## config.mk

```make
export PLATFORM = sky130hd
export DESIGN_NAME = dtx_ctrl_status
export DESIGN_NICKNAME = d
export VERILOG_FILES = /design/src/rtl/dtx_pkg.sv /design/src/rtl/dtx_burst_timer.sv /design/src/rtl/dtx_ctrl_status.sv /design/src/rtl/dtx_fifo.sv
export SDC_FILE = /design/constraint.sdc
export NUM_CORES = 1
export LEC_CHECK = 0
export BUFFER_PORTS_ARGS = -buffer_cell sky130_fd_sc_hd__buf_2
export CAP_MARGIN = 20
export CORE_MARGIN = 5
export CORE_UTILIZATION = 25
export DETAILED_ROUTE_END_ITERATION = 8
export SYNTH_ARGS = -nofsm -noshare
export SYNTH_HDL_FRONTEND = slang
export SYNTH_SLANG_ARGS = --single-unit
```

## constraint.sdc

```tcl
create_clock -name core_clk_in -period 2.16 [get_ports core_clk_in]
set_input_delay 0.108 -clock core_clk_in [delete_from_list [all_inputs] [get_ports core_clk_in]]
set_output_delay 0.108 -clock core_clk_in [all_outputs]
set_load 0.05 [all_outputs]
```

## src/rtl/dtx_pkg.sv

```systemverilog
package dtx_pkg;
    // Control register A field positions
    localparam int unsigned CA_TONE_OUT_BIT  = 0;
    localparam int unsigned CA_CALL_PROG_BIT = 1;
    localparam int unsigned CA_IRQ_EN_BIT    = 2;
    localparam int unsigned CA_SEL_B_BIT     = 3;
    // Control register B field positions
    localparam int unsigned CB_BURST_OFF_BIT = 0;
    localparam int unsigned CB_RX_SLEEP_BIT  = 1;
    localparam int unsigned CB_SINGLE_BIT    = 2;
    localparam int unsigned CB_COLUMN_BIT    = 3;
    // Status register field positions
    localparam int unsigned ST_IRQ_BIT       = 0;
    localparam int unsigned ST_TX_EMPTY_BIT  = 1;
    localparam int unsigned ST_RX_FULL_BIT   = 2;
    localparam int unsigned ST_DELAY_STR_BIT = 3;
    // Values after reset
    localparam logic [3:0] CTRL_A_RESET = 4'h0;
    localparam logic [3:0] CTRL_B_RESET = 4'h0;
    localparam logic [3:0] STATUS_RESET = 4'h0;
    // Burst timing
    localparam int unsigned CLK_MHZ       = 200;
    localparam int unsigned BURST_MS      = 51;
    localparam int unsigned BURST_CP_MS   = 102;
    localparam int unsigned BURST_CYCLES  = BURST_MS * CLK_MHZ * 1000;
    localparam int unsigned BURST_CP_CYCLES = BURST_CP_MS * CLK_MHZ * 1000;
    // Transmit phases
    typedef enum logic [1:0] {DTX_IDLE, DTX_TONE, DTX_PAUSE} dtx_phase_t;
endpackage : dtx_pkg

```

## src/rtl/dtx_burst_timer.sv

```systemverilog
`timescale 1ns/1ps
`default_nettype none
module dtx_burst_timer #(
    parameter int unsigned CNT_W = 25
) (
    input  wire logic             core_clk_in,
    input  wire logic             rst_b_in,
    input  wire logic             start_in,
    input  wire logic             abort_in,
    input  wire logic [CNT_W-1:0] length_in,
    output logic                  busy_out,
    output logic                  done_out
);
    initial
    begin
        if (CNT_W < 2)
            $error("dtx_burst_timer: counter too narrow");
    end

    logic [CNT_W-1:0] count;
    wire              last = busy_out && (count <= 1);

    // Down counter, one-cycle done pulse at expiry
    always_ff @(posedge core_clk_in or negedge rst_b_in)
    begin
        if (!rst_b_in)
        begin
            count    <= '0;
            busy_out <= 1'b0;
            done_out <= 1'b0;
        end
        else
        begin
            done_out <= last && !abort_in;
            if (abort_in || last)
                busy_out <= 1'b0;
            else if (start_in && !busy_out)
            begin
                busy_out <= 1'b1;
                count    <= length_in;
            end
            else if (busy_out)
                count <= count - 1'b1;
        end
    end
endmodule : dtx_burst_timer
`default_nettype wire

```

## src/rtl/dtx_ctrl_status.sv

```systemverilog
// How it works
// - Control B bit 0 low enables burst transmit, high disables it.
// - Each burst-mode digit write gives one tone burst then an equal pause.
// - At pause end, status bit 1 shows transmitter empty; interrupt if enabled.
// - Call-progress mode doubles burst and pause to 102 ms each.
// - Without burst, tone lasts while tone-output-enable stays set; untimed.
// - Control B bit 1 high puts both receivers to sleep.
// - Control B bit 2 high gives single tone, low dual tone.
// - Control B bit 3 picks column or row tone in single-tone mode.
// - Transmitter and receivers both asleep also stops oscillator and reference.
// - Status bit 0 sets with bit 1 or 2; cleared by status read.
// - Status bit 1 sets at pause end in burst; clears on read or non-burst.
// - Status bit 2 sets on received digit load; clears on status read.
// - Status bit 3 sets on valid tone absence, clears on valid tone.
// - Select line and direction pick transmit, receive, control or status.
// - Control A bit 3 steers next control write to B, then back.
// - Interrupt pin goes low on digit or burst ready in tone-dialing mode.
// - Clearing tone-output-enable sleeps transmitter, floats tone, clears transmit data.
`timescale 1ns/1ps
`default_nettype none
module dtx_ctrl_status #(
    parameter int unsigned BURST_CYCLES    = dtx_pkg::BURST_CYCLES,
    parameter int unsigned BURST_CP_CYCLES = dtx_pkg::BURST_CP_CYCLES,
    parameter int unsigned FIFO_DEPTH      = 8
) (
    input  wire logic       core_clk_in,
    input  wire logic       rst_b_in,
    // Host register port: one access per strobe
    input  wire logic       access_in,
    input  wire logic       register_select_line_in,
    input  wire logic       read_in,
    input  wire logic [3:0] wdata_in,
    output logic      [3:0] rdata_out,
    output logic            rdata_valid_out,
    // Receiver side events
    input  wire logic       rx_digit_valid_in,
    input  wire logic [3:0] rx_digit_in,
    input  wire logic       rx_tone_present_in,
    input  wire logic       rx_tone_absent_in,
    input  wire logic       call_progress_wave_in,
    // Transmitter and power controls
    output logic            tone_active_out,
    output logic      [3:0] tone_digit_out,
    output logic            tone_single_out,
    output logic            tone_column_out,
    output logic            tone_output_enable_out,
    output logic            tone_pin_oe_b_out,
    output logic            receiver_sleep_out,
    output logic            osc_sleep_out,
    output logic            tx_data_ready_out,
    // Open-drain interrupt pin: drive low when enable low
    output logic            interrupt_or_progress_pin_out,
    output logic            interrupt_or_progress_pin_oe_b_out
);
    localparam int unsigned CNT_W = $clog2(BURST_CP_CYCLES + 1);

    initial
    begin
        if (BURST_CYCLES < 1 || BURST_CP_CYCLES < BURST_CYCLES)
            $error("dtx_ctrl_status: bad burst lengths");
    end

    logic [3:0]          control_a;
    logic [3:0]          control_b;
    logic [3:0]          transceiver_status;
    logic [3:0]          rx_data;
    logic                second_control_select;
    dtx_pkg::dtx_phase_t phase;
    dtx_pkg::dtx_phase_t next_phase;

    // Register decode
    wire wr_tx     = access_in && !register_select_line_in && !read_in;
    wire rd_rx     = access_in && !register_select_line_in && read_in;
    wire wr_ctrl   = access_in && register_select_line_in && !read_in;
    wire rd_status = access_in && register_select_line_in && read_in;
    wire wr_ctl_a  = wr_ctrl && !second_control_select;
    wire wr_ctl_b  = wr_ctrl && second_control_select;

    // Control fields
    wire tone_output_enable = control_a[dtx_pkg::CA_TONE_OUT_BIT];
    wire call_progress_select = control_a[dtx_pkg::CA_CALL_PROG_BIT];
    wire irq_enable = control_a[dtx_pkg::CA_IRQ_EN_BIT];
    wire burst_on = !control_b[dtx_pkg::CB_BURST_OFF_BIT];
    wire receiver_sleep = control_b[dtx_pkg::CB_RX_SLEEP_BIT];

    // Transmit data path: digit writes queue while a burst runs
    logic       q_valid;
    logic       q_ready;
    logic [3:0] q_data;
    logic       fifo_in_ready;
    logic       t_busy;
    logic       t_done;
    logic       t_start;
    logic [3:0] tx_digit;

    // A disabled tone output drops any queued digits
    wire tx_flush = !tone_output_enable;

    dtx_fifo #(
        .WIDTH (4),
        .DEPTH (FIFO_DEPTH)
    ) u_fifo (
        .core_clk_in   (core_clk_in),
        .rst_b_in      (rst_b_in),
        .flush_in      (tx_flush),
        .in_valid_in   (wr_tx && tone_output_enable),
        .in_ready_out  (fifo_in_ready),
        .in_data_in    (wdata_in),
        .out_valid_out (q_valid),
        .out_ready_in  (q_ready),
        .out_data_out  (q_data)
    );

    // Burst and pause lengths; call progress doubles them
    wire [CNT_W-1:0] burst_len = call_progress_select ? CNT_W'(BURST_CP_CYCLES)
                                                      : CNT_W'(BURST_CYCLES);

    dtx_burst_timer #(
        .CNT_W (CNT_W)
    ) u_timer (
        .core_clk_in (core_clk_in),
        .rst_b_in    (rst_b_in),
        .start_in    (t_start),
        .abort_in    (tx_flush || !burst_on),
        .length_in   (burst_len),
        .busy_out    (t_busy),
        .done_out    (t_done)
    );

    // Phase sequencing: tone then equal pause in burst mode
    wire take_digit = (phase == dtx_pkg::DTX_IDLE) && q_valid;
    assign q_ready  = take_digit;
    assign t_start  = take_digit || ((phase == dtx_pkg::DTX_TONE) && t_done);
    wire pause_end  = (phase == dtx_pkg::DTX_PAUSE) && t_done;

    always_comb
    begin
        next_phase = phase;
        case (phase)
            dtx_pkg::DTX_IDLE:
                if (take_digit)
                    next_phase = dtx_pkg::DTX_TONE;
            dtx_pkg::DTX_TONE:
                if (t_done)
                    next_phase = dtx_pkg::DTX_PAUSE;
            dtx_pkg::DTX_PAUSE:
                if (t_done)
                    next_phase = dtx_pkg::DTX_IDLE;
            default:
                next_phase = dtx_pkg::DTX_IDLE;
        endcase
        if (!burst_on || tx_flush)
            next_phase = dtx_pkg::DTX_IDLE;
    end

    // Phase register and the digit being sent
    always_ff @(posedge core_clk_in or negedge rst_b_in)
    begin
        if (!rst_b_in)
        begin
            phase    <= dtx_pkg::DTX_IDLE;
            tx_digit <= 4'h0;
        end
        else
        begin
            phase <= next_phase;
            if (tx_flush)
                tx_digit <= 4'h0;
            else if (take_digit && burst_on)
                tx_digit <= q_data;
            else if (wr_tx && !burst_on)
                tx_digit <= wdata_in;
        end
    end

    // Control writes and the B pointer; no reset pin on the part, the host sequence settles it
    always_ff @(posedge core_clk_in or negedge rst_b_in)
    begin
        if (!rst_b_in)
        begin
            control_a             <= dtx_pkg::CTRL_A_RESET;
            control_b             <= dtx_pkg::CTRL_B_RESET;
            second_control_select <= 1'b0;
        end
        else if (wr_ctl_a)
        begin
            control_a             <= wdata_in;
            second_control_select <= wdata_in[dtx_pkg::CA_SEL_B_BIT];
        end
        else if (wr_ctl_b)
        begin
            control_b             <= wdata_in;
            second_control_select <= 1'b0;
        end
    end

    // Status flags: hardware set beats the read clear
    wire tx_empty_set = pause_end && burst_on;
    wire rx_full_set  = rx_digit_valid_in && !receiver_sleep
                        && !call_progress_select;
    wire next_tx_empty = tx_empty_set
                         || (transceiver_status[dtx_pkg::ST_TX_EMPTY_BIT] && !rd_status && burst_on);
    wire next_rx_full = rx_full_set
                        || (transceiver_status[dtx_pkg::ST_RX_FULL_BIT] && !rd_status);
    wire next_irq = tx_empty_set || rx_full_set
                    || (transceiver_status[dtx_pkg::ST_IRQ_BIT] && !rd_status);
    wire next_delay = rx_tone_absent_in
                      || (transceiver_status[dtx_pkg::ST_DELAY_STR_BIT] && !rx_tone_present_in);

    always_ff @(posedge core_clk_in or negedge rst_b_in)
    begin
        if (!rst_b_in)
        begin
            transceiver_status <= dtx_pkg::STATUS_RESET;
            rx_data            <= 4'h0;
        end
        else
        begin
            transceiver_status <= {next_delay, next_rx_full, next_tx_empty, next_irq};
            if (rx_full_set)
                rx_data <= rx_digit_in;
        end
    end

    // Read data: registered answer one cycle after the strobe
    wire [3:0] read_mux = rd_status ? transceiver_status : rx_data;

    always_ff @(posedge core_clk_in or negedge rst_b_in)
    begin
        if (!rst_b_in)
        begin
            rdata_out       <= 4'h0;
            rdata_valid_out <= 1'b0;
        end
        else
        begin
            rdata_valid_out <= rd_status || rd_rx;
            if (rd_status || rd_rx)
                rdata_out <= read_mux;
        end
    end

    // Tone output: burst mode times it, otherwise tone_output_enable alone
    wire tone_on = tone_output_enable
                   && (burst_on ? (phase == dtx_pkg::DTX_TONE) : 1'b1);
    wire osc_off = !tone_output_enable && receiver_sleep;

    // Interrupt pin: sink while an enabled event is pending, or follow the
    // call-progress wave; pin only pulls low so a high wave means release
    wire irq_pending = transceiver_status[dtx_pkg::ST_TX_EMPTY_BIT]
                       || transceiver_status[dtx_pkg::ST_RX_FULL_BIT];
    wire pin_sink = irq_enable && (call_progress_select ? !call_progress_wave_in
                                                        : irq_pending);

    always_ff @(posedge core_clk_in or negedge rst_b_in)
    begin
        if (!rst_b_in)
        begin
            tone_active_out                    <= 1'b0;
            tone_digit_out                     <= 4'h0;
            tone_single_out                    <= 1'b0;
            tone_column_out                    <= 1'b0;
            tone_output_enable_out             <= 1'b0;
            tone_pin_oe_b_out                  <= 1'b1;
            receiver_sleep_out                 <= 1'b0;
            osc_sleep_out                      <= 1'b0;
            tx_data_ready_out                  <= 1'b0;
            interrupt_or_progress_pin_out      <= 1'b0;
            interrupt_or_progress_pin_oe_b_out <= 1'b1;
        end
        else
        begin
            tone_active_out                    <= tone_on;
            tone_digit_out                     <= tx_digit;
            tone_single_out                    <= control_b[dtx_pkg::CB_SINGLE_BIT];
            tone_column_out                    <= control_b[dtx_pkg::CB_COLUMN_BIT];
            tone_output_enable_out             <= tone_output_enable;
            tone_pin_oe_b_out                  <= !tone_output_enable;
            receiver_sleep_out                 <= receiver_sleep;
            osc_sleep_out                      <= osc_off;
            tx_data_ready_out                  <= fifo_in_ready;
            interrupt_or_progress_pin_out      <= 1'b0;
            interrupt_or_progress_pin_oe_b_out <= !pin_sink;
        end
    end
endmodule : dtx_ctrl_status
`default_nettype wire

```

## src/rtl/dtx_fifo.sv

```systemverilog
`timescale 1ns/1ps
`default_nettype none
module dtx_fifo #(
    parameter int unsigned WIDTH = 4,
    parameter int unsigned DEPTH = 8
) (
    input  wire logic             core_clk_in,
    input  wire logic             rst_b_in,
    input  wire logic             flush_in,
    input  wire logic             in_valid_in,
    output logic                  in_ready_out,
    input  wire logic [WIDTH-1:0] in_data_in,
    output logic                  out_valid_out,
    input  wire logic             out_ready_in,
    output logic      [WIDTH-1:0] out_data_out
);
    localparam int unsigned AW = (DEPTH > 1) ? $clog2(DEPTH) : 1;

    initial
    begin
        if (DEPTH < 2 || (DEPTH & (DEPTH - 1)) != 0 || WIDTH < 1)
            $error("dtx_fifo: depth must be a power of two of at least 2");
    end

    logic [WIDTH-1:0] mem [DEPTH];
    logic [AW:0]      wr_ptr;
    logic [AW:0]      rd_ptr;
    wire              full  = (wr_ptr[AW] != rd_ptr[AW]) && (wr_ptr[AW-1:0] == rd_ptr[AW-1:0]);
    wire              empty = (wr_ptr == rd_ptr);
    wire              push  = in_valid_in && !full;
    wire              pop   = out_ready_in && !empty;

    assign in_ready_out  = !full;
    assign out_valid_out = !empty;
    assign out_data_out  = mem[rd_ptr[AW-1:0]];

    // Storage has no reset; only pointers define contents
    always_ff @(posedge core_clk_in)
    begin
        if (push)
            mem[wr_ptr[AW-1:0]] <= in_data_in;
    end

    // Pointers, flush drops everything queued
    always_ff @(posedge core_clk_in or negedge rst_b_in)
    begin
        if (!rst_b_in)
        begin
            wr_ptr <= '0;
            rd_ptr <= '0;
        end
        else if (flush_in)
        begin
            wr_ptr <= '0;
            rd_ptr <= '0;
        end
        else
        begin
            if (push)
                wr_ptr <= wr_ptr + 1'b1;
            if (pop)
                rd_ptr <= rd_ptr + 1'b1;
        end
    end
endmodule : dtx_fifo
`default_nettype wire

```

Word-level counts from Yosys, hierarchy flattened
Memories as Yosys holds them, arrays and structs flattened.
Index checks and enable logic that the tools add are counted.
{ "word_totals": {"reg_bits": 75, "latchBits": 0, "ramBits": 32, "rom_bits": 0, "in_bits": 17, "output_inout_bits": 19, "wordCells": 129, "memories": 1} }
{ "mem_list": {"columns": ["memory", "depth", "width", "rd", "rd_clocked_by_memory_dff", "write_ports", "line_no", "rtl"], "rows": [
  ["u_fifo.mem", 8, 4, 1, 0, 1, "dtx_fifo.sv:25", "logic [WIDTH-1:0] mem [DEPTH];"]
]} }
{ "op_classes": {"addsub": 3, "multipliers": 0, "div_mod_pow": 0, "order_cmp": 1, "n_eq_ne": 11, "n_shift": 0, "n_mux": 24, "bitwise": 2, "reduce_logical": 63} }
{ "op_table": {"columns": ["op", "count"], "rows": [
  ["$mux 25", 3],
  ["$mux 4", 8],
  ["$logic_and 1x1->1", 31],
  ["$le 25x1->1 const B", 1],
  ["$sub 25x1->25 const B", 1],
  ["$logic_not 1->1", 15],
  ["$logic_or 1x1->1", 10],
  ["$ne 3x1->1 const B", 3],
  ["$add 4x1->4 const B", 2],
  ["$mux 1", 8],
  ["$mux 2", 4],
  ["$pmux 2 s3", 1],
  ["$reduce_bool 2->1", 3],
  ["$eq 4x4->1", 1],
  ["$ne 2x1->1 const B", 2],
  ["$reduce_and 2->1", 2],
  ["$eq 3x3->1", 1],
  ["$ne 3x2->1 const B", 1],
  ["$reduce_and 3->1", 1],
  ["$eq 2x1->1 const B", 1],
  ["$eq 2x2->1 const B", 1],
  ["$logic_not 2->1", 1],
  ["$not 1->1", 2],
  ["$ne 1x1->1", 1]
]} }

Depth between registers and ports, before layout
{ "logic_depth": {"ltp_word": 7, "ltp_mapped": 8, "depth_no_buf": 7} }

Cells and area by module
From an unflattened synthesis, not the netlist that was laid out.
{ "unflattened": {"hier_cells": 442, "hier_area_um2": 5154.9} }
{ "modules_own_cells": {"columns": ["module", "n_inst", "cells_per_inst", "area_per_inst_um2", "seq_area_each_um2"], "rows": [
  ["dtx_fifo", 1, 125, 1893.1, 1161.1],
  ["dtx_burst_timer", 1, 198, 1704.1, 675.6],
  ["dtx_ctrl_status", 1, 119, 1557.7, 1003.5]
]} }

Worst setup path after synthesis
Ideal clock, no wire load.
{ "synth_timing": {"kind": "reg2reg", "from": "register u_timer.count[0]", "to": "register u_timer.count[20]", "setup_ns": 0.145, "arrival_ns": 2.146, "required_ns": 2.015, "path_slack_ns": -0.130, "stages_incl_launch_ff": 9, "synth_period_minus_slack_ns": 2.290, "cell_sequence": "dfrtp_1 -> inv_1 -> ha_1 -> or4b_1 -> or4_1 -> clkbuf_2 -> nor3_1 -> and4_1 -> o21ai_1"} }
{ "synth_between": {"elab_chain_len": 5, "word_cells_on_any_way": 8, "classes_between": "add/sub (1); order compare (1); mux (2); bitwise (1); reduce/logical (3)"} }
{ "synth_lines": {"columns": ["item", "line_no", "rtl"], "rows": [
  ["start, declared", "dtx_burst_timer.sv:20", "logic [CNT_W-1:0] count;"],
  ["start signal, assigned", "dtx_burst_timer.sv:40", "count <= length_in;"],
  ["start signal, assigned", "dtx_burst_timer.sv:43", "count <= count - 1'b1;"],
  ["$le 25x1->1", "dtx_burst_timer.sv:21", "wire last = busy_out && (count <= 1);"],
  ["$logic_and 1x1->1", "dtx_burst_timer.sv:21", null],
  ["$logic_or 1x1->1", "dtx_burst_timer.sv:35", "if (abort_in || last)"],
  ["$not 1->1 (no source line)", null, null],
  ["$reduce_and 2->1 (no source line)", null, null]
]} }
Parallel ways exist; a longest one is shown, timed or not. The select of a mux whose other input is x is not followed.
A chain may end at the register's enable or synchronous reset.

Final worst setup path
{ "layout_timing": {"from": "register u_timer.count[10]", "to": "register u_timer.count[6]"} }
{ "layout_between": {"elab_chain_len": 5} }
{ "layout_lines": {"columns": ["item", "line_no"], "rows": [
  ["$le 25x1->1", "dtx_burst_timer.sv:21"],
  ["$logic_and 1x1->1", "dtx_burst_timer.sv:21"],
  ["$logic_or 1x1->1", "dtx_burst_timer.sv:35"],
  ["$not 1->1 (no source line)", null],
  ["$reduce_and 2->1 (no source line)", null]
]} }
Every way passes these cells.

==> out/qor.csv <==
stage;metric;value;unit
outcome;status;finished with violations;
outcome;violations;negative setup slack;
synth;synth-edff-count;32;
routing;wl_per_cell;15.2;µm
floorplanning;initial_core_util;25.5;%
critical_path;end_kind;flip-flop;
floorplanning;std_cell_rows;51;
critical_path;critPathSlowestCell;or4_4;
global_routing;grt_pass1_wl;19700;µm
finish;drive_gt1_share;33.3;%
synth;synthArstFlopShare;70.1;%
placed_design;globalplace.congestion;0.793;
global_routing;grt_use_met1;13.6;%
floorplanning;coreArea;0.0195;mm²
floorplanning;dieArea;0.0227;mm²
critical_path;worstPathCellList;or4_4 > or3_4 > o31a_1 > buf_12 > nand2_8 > inv_6 > a22o_1;
power_and_ir_drop;p_leak;0.00246;µW
synth;syn_area;0.00496;mm²
synth;synth_compound_area_share;12.5;%
critical_path;crit_arrival;2.47;ns
critical_path;r2r-end;u_timer.count[6]$_DFFE_PN0P_;
sta;finalHoldWorstSlack;0.0212;ns
sta;rsz0062_at_grt;true;
sta;setup_violations;21;
finish;nets;521;
critical_path;cp_slowest_stage_delay;0.55;ns
finish;final_area;0.00635;mm²
routing;routed_wl;11700;µm
critical_path;cp_num_buf_inv;2;
synth;synthCells;403;
sta;finalHoldViolations;0;
finish;post-route-util;32.7;%
worst_hold_path;hold_path.class;input pin to flip-flop;
routing;via_per_inst;4.73;
synth;synthAdderAreaFrac;1.01;%
placed_design;portBuffers;34;
synth;synthMuxAreaShare;9.04;%
synth;synth_area_per_cell;12.3;µm²
global_routing;first_global_vias;3841;
critical_path;critPathTopFamily;simple AND/OR/NAND/NOR gates;
clock_network;cts.sinks;107;
floorplanning;die_x;151;µm
synth;ys.flop_type;dfrtp_1;
global_routing;met2_usage;18.7;%
critical_path;crit_start;u_timer.count[10]$_DFFE_PN0P_;
clock_network;cts_buffers;9;
placed_design;place_hpwl;8190;µm
sta;fmax;449;MHz
synth;synth-simple-area-share;15.3;%
critical_path;endpoint;u_timer.count[6]$_DFFE_PN0P_;
routing;drc;0;
synth;synth_top_family_by_area;simple AND/OR/NAND/NOR gates;
critical_path;reg2reg_depth;7;
critical_path;r2r_slack;-0.07;ns
sta;drv_slew;0;
global_routing;gr-total-overflow;0;
power_and_ir_drop;powerDensity;1200;mW/mm²
synth;synth-xor-area-share;1.77;%
global_routing;global_route.usage.met3;2.54;%
critical_path;crit_required;2.40;ns
clock_network;tritoncts;done;
clock_network;ctsLongestPathBuffers;2;
synth;synth-seq-cells;107;
routing;dr.pass1.iters;4;
sta;fin_worst_skew;0.00649;ns
critical_path;crit_type;flip-flop to flip-flop;
synth;ys_seq_area_share;57.3;%
routing;drtIter0Drc;276;
placed_design;post_dp_cell_area;0.00580;mm²
clock_network;clk_pin_slew_worst_paths;0.07;ns
power_and_ir_drop;power;7620;µW
critical_path;critical_path_depth;7;
routing;vias;3640;
sta;tightest_slew;0.714;ns
clock_network;cts_root_buf;clkbuf_16;
floorplanning;fp.dieH;151;µm
synth;syn_nets;424;
run;drv_cap;0;
sta;fin_crit_sh;103;%
critical_path;crit_path_start_kind;flip-flop;
finish;area_growth;28.2;%
global_routing;grt_max_degree;50;
synth;synth_cell_type_count;68;
finish;antenna_cells;0;
global_routing;antenna_found_initial;0;
global_routing;top_usage_layer;met2;
global_routing;grt_usage;10.8;%
routing;ant_nets;0;
critical_path;crit_fanout;13;
clock_network;ctsHtreeMaxLevel;3;
synth;synth-warning-count;0;
clock_network;worstSkewPairLatency;0.35;ns
sta;layout_setup_ws;-0.0681;ns
floorplanning;pin_count;36;
power_and_ir_drop;vdd_ir_drop_max;0.408;mV
finish;largest_register_ff_count;32;
critical_path;reg2reg_from;u_timer.count[10]$_DFFE_PN0P_;
sta;post-route-min-period;2.23;ns
sta;relSlewSlack;52.0;%
## cells in the final DEF, fill, tap and decap left out, types with 8 or more instances in the layout
| cell | instances |
|---|---|
| mux2i_1 | 11 |
| edfxtp_1 | 32 |
| buf_2 | 33 |
| nand4_1 | 8 |
| a21oi_1 | 15 |
| a31oi_1 | 9 |
| nor2_1 | 36 |
| nor3_1 | 12 |
| nand2_1 | 15 |
| or3_1 | 8 |
| mux4_2 | 8 |
| o211ai_1 | 9 |
| buf_4 | 56 |
| dfrtp_1 | 73 |
| clkbuf_16 | 9 |
| mux2_2 | 14 |
## cells in the mapped netlist (all sizes together) (5+ instances only)
cell     count  area share (%)
dfrtp       73              37
nor2        36             2.7
edfxtp      32              19
nand2       17             1.6
a21oi       16             1.6
nor3        16             1.8
mux2        14             3.2
o21ai       12             1.2
buf         11             1.7
mux2i       11             2.2
inv         10            0.76
a31oi        9             1.1
o211ai       9             1.4
or3          9             1.2
mux4         8             3.6
nand4        8             1.0
o2bb2ai      8             1.4
or4          8             1.4
nor4         7            0.88
clkbuf       6            0.48
o31ai        6             1.2
and4         5            0.88
nand2b       5            0.63
nand3        5            0.50
xnor2        5            0.88
xor2         5            0.88
## cell type report
cell class | count | area (µm²)
sequential | 107 | 2840
inverter | 11 | 46.3
tap | 265 | 332
clock inverter | 7 | 97.6
timing repair buffer | 103 | 752
clock buffer | 9 | 225
fill | 1913 | 13100
multi-input combinational | 268 | 2060
## worst min-delay path by stage
stage / start / end / slack [ns] / cells past startpoint
2_1_floorplan: rst_b_in / control_a[0]$_DFFE_PN0P_ / -0.19 / 0
3_3_place_gp: rst_b_in / tx_digit[2]$_DFFE_PN0P_ / 0.19 / 1
3_5_place_dp: rst_b_in / tone_digit_out[2]$_DFF_PN0_ / 0.19 / 1
4_1_cts: rx_tone_present_in / transceiver_status[3]$_DFF_PN0_ / 0.009 / 3
5_1_grt: rx_tone_present_in / transceiver_status[3]$_DFF_PN0_ / 0.05 / 3
6_report: rx_tone_present_in / transceiver_status[3]$_DFF_PN0_ / 0.02 / 3
## per-stage QoR
| stage | instances | setup WS [ns] | TNS [ns] |
|---|---|---|---|
| floorplan | 403 | -0.0743 | -0.190 |
| CTS | 769 | -0.0946 | -0.951 |
| detailed placement | 740 | -0.142 | -1.08 |
| finish | 770 | -0.0681 | -0.675 |
| global route | 770 | -0.129 | -2.14 |
| global placement | 740 | -0.0710 | -0.312 |
## where the power goes
| part | switching, µW | internal [µW] |
|---|---|---|
| registers | 293 | 2500 |
| clock network | 823 | 943 |
| logic | 1840 | 1220 |
## tightest hold or removal path, delay by kind of cell
family,cells,cell delay [ns]
buffers and inverters,2,0.14
AO/OA/AOI/OAI,1,0.10
## logic make-up after synthesis
kind of cell / Yosys count
AO/OA/AOI/OAI: 86
flip-flops: 107
adder cells (fa/ha/maj): 4
buffers and inverters: 28
XOR/XNOR: 10
AND/OR/NAND/NOR: 134
other: 1
multiplexers: 33
## what timing repair did
| action | in CTS | in global routing |
|---|---|---|
| hold endpoints to repair | 52 | 0 |
| setup buffers | 6 | 1 |
| gates resized for setup | 16 | 11 |
| hold buffers | 7 | 0 |
| pin swaps | 9 | 4 |
| endpoints found under the setup margin | 24 | 26 |
## routing by layer
metal  up-vias  routed length (µm)
li1       1730                   -
met1      1801                5030
met2        98                5970
met3        11                 572
met4         0                 110
met5         -                   0
No activity file was read; power rests on OpenSTA's default activity.
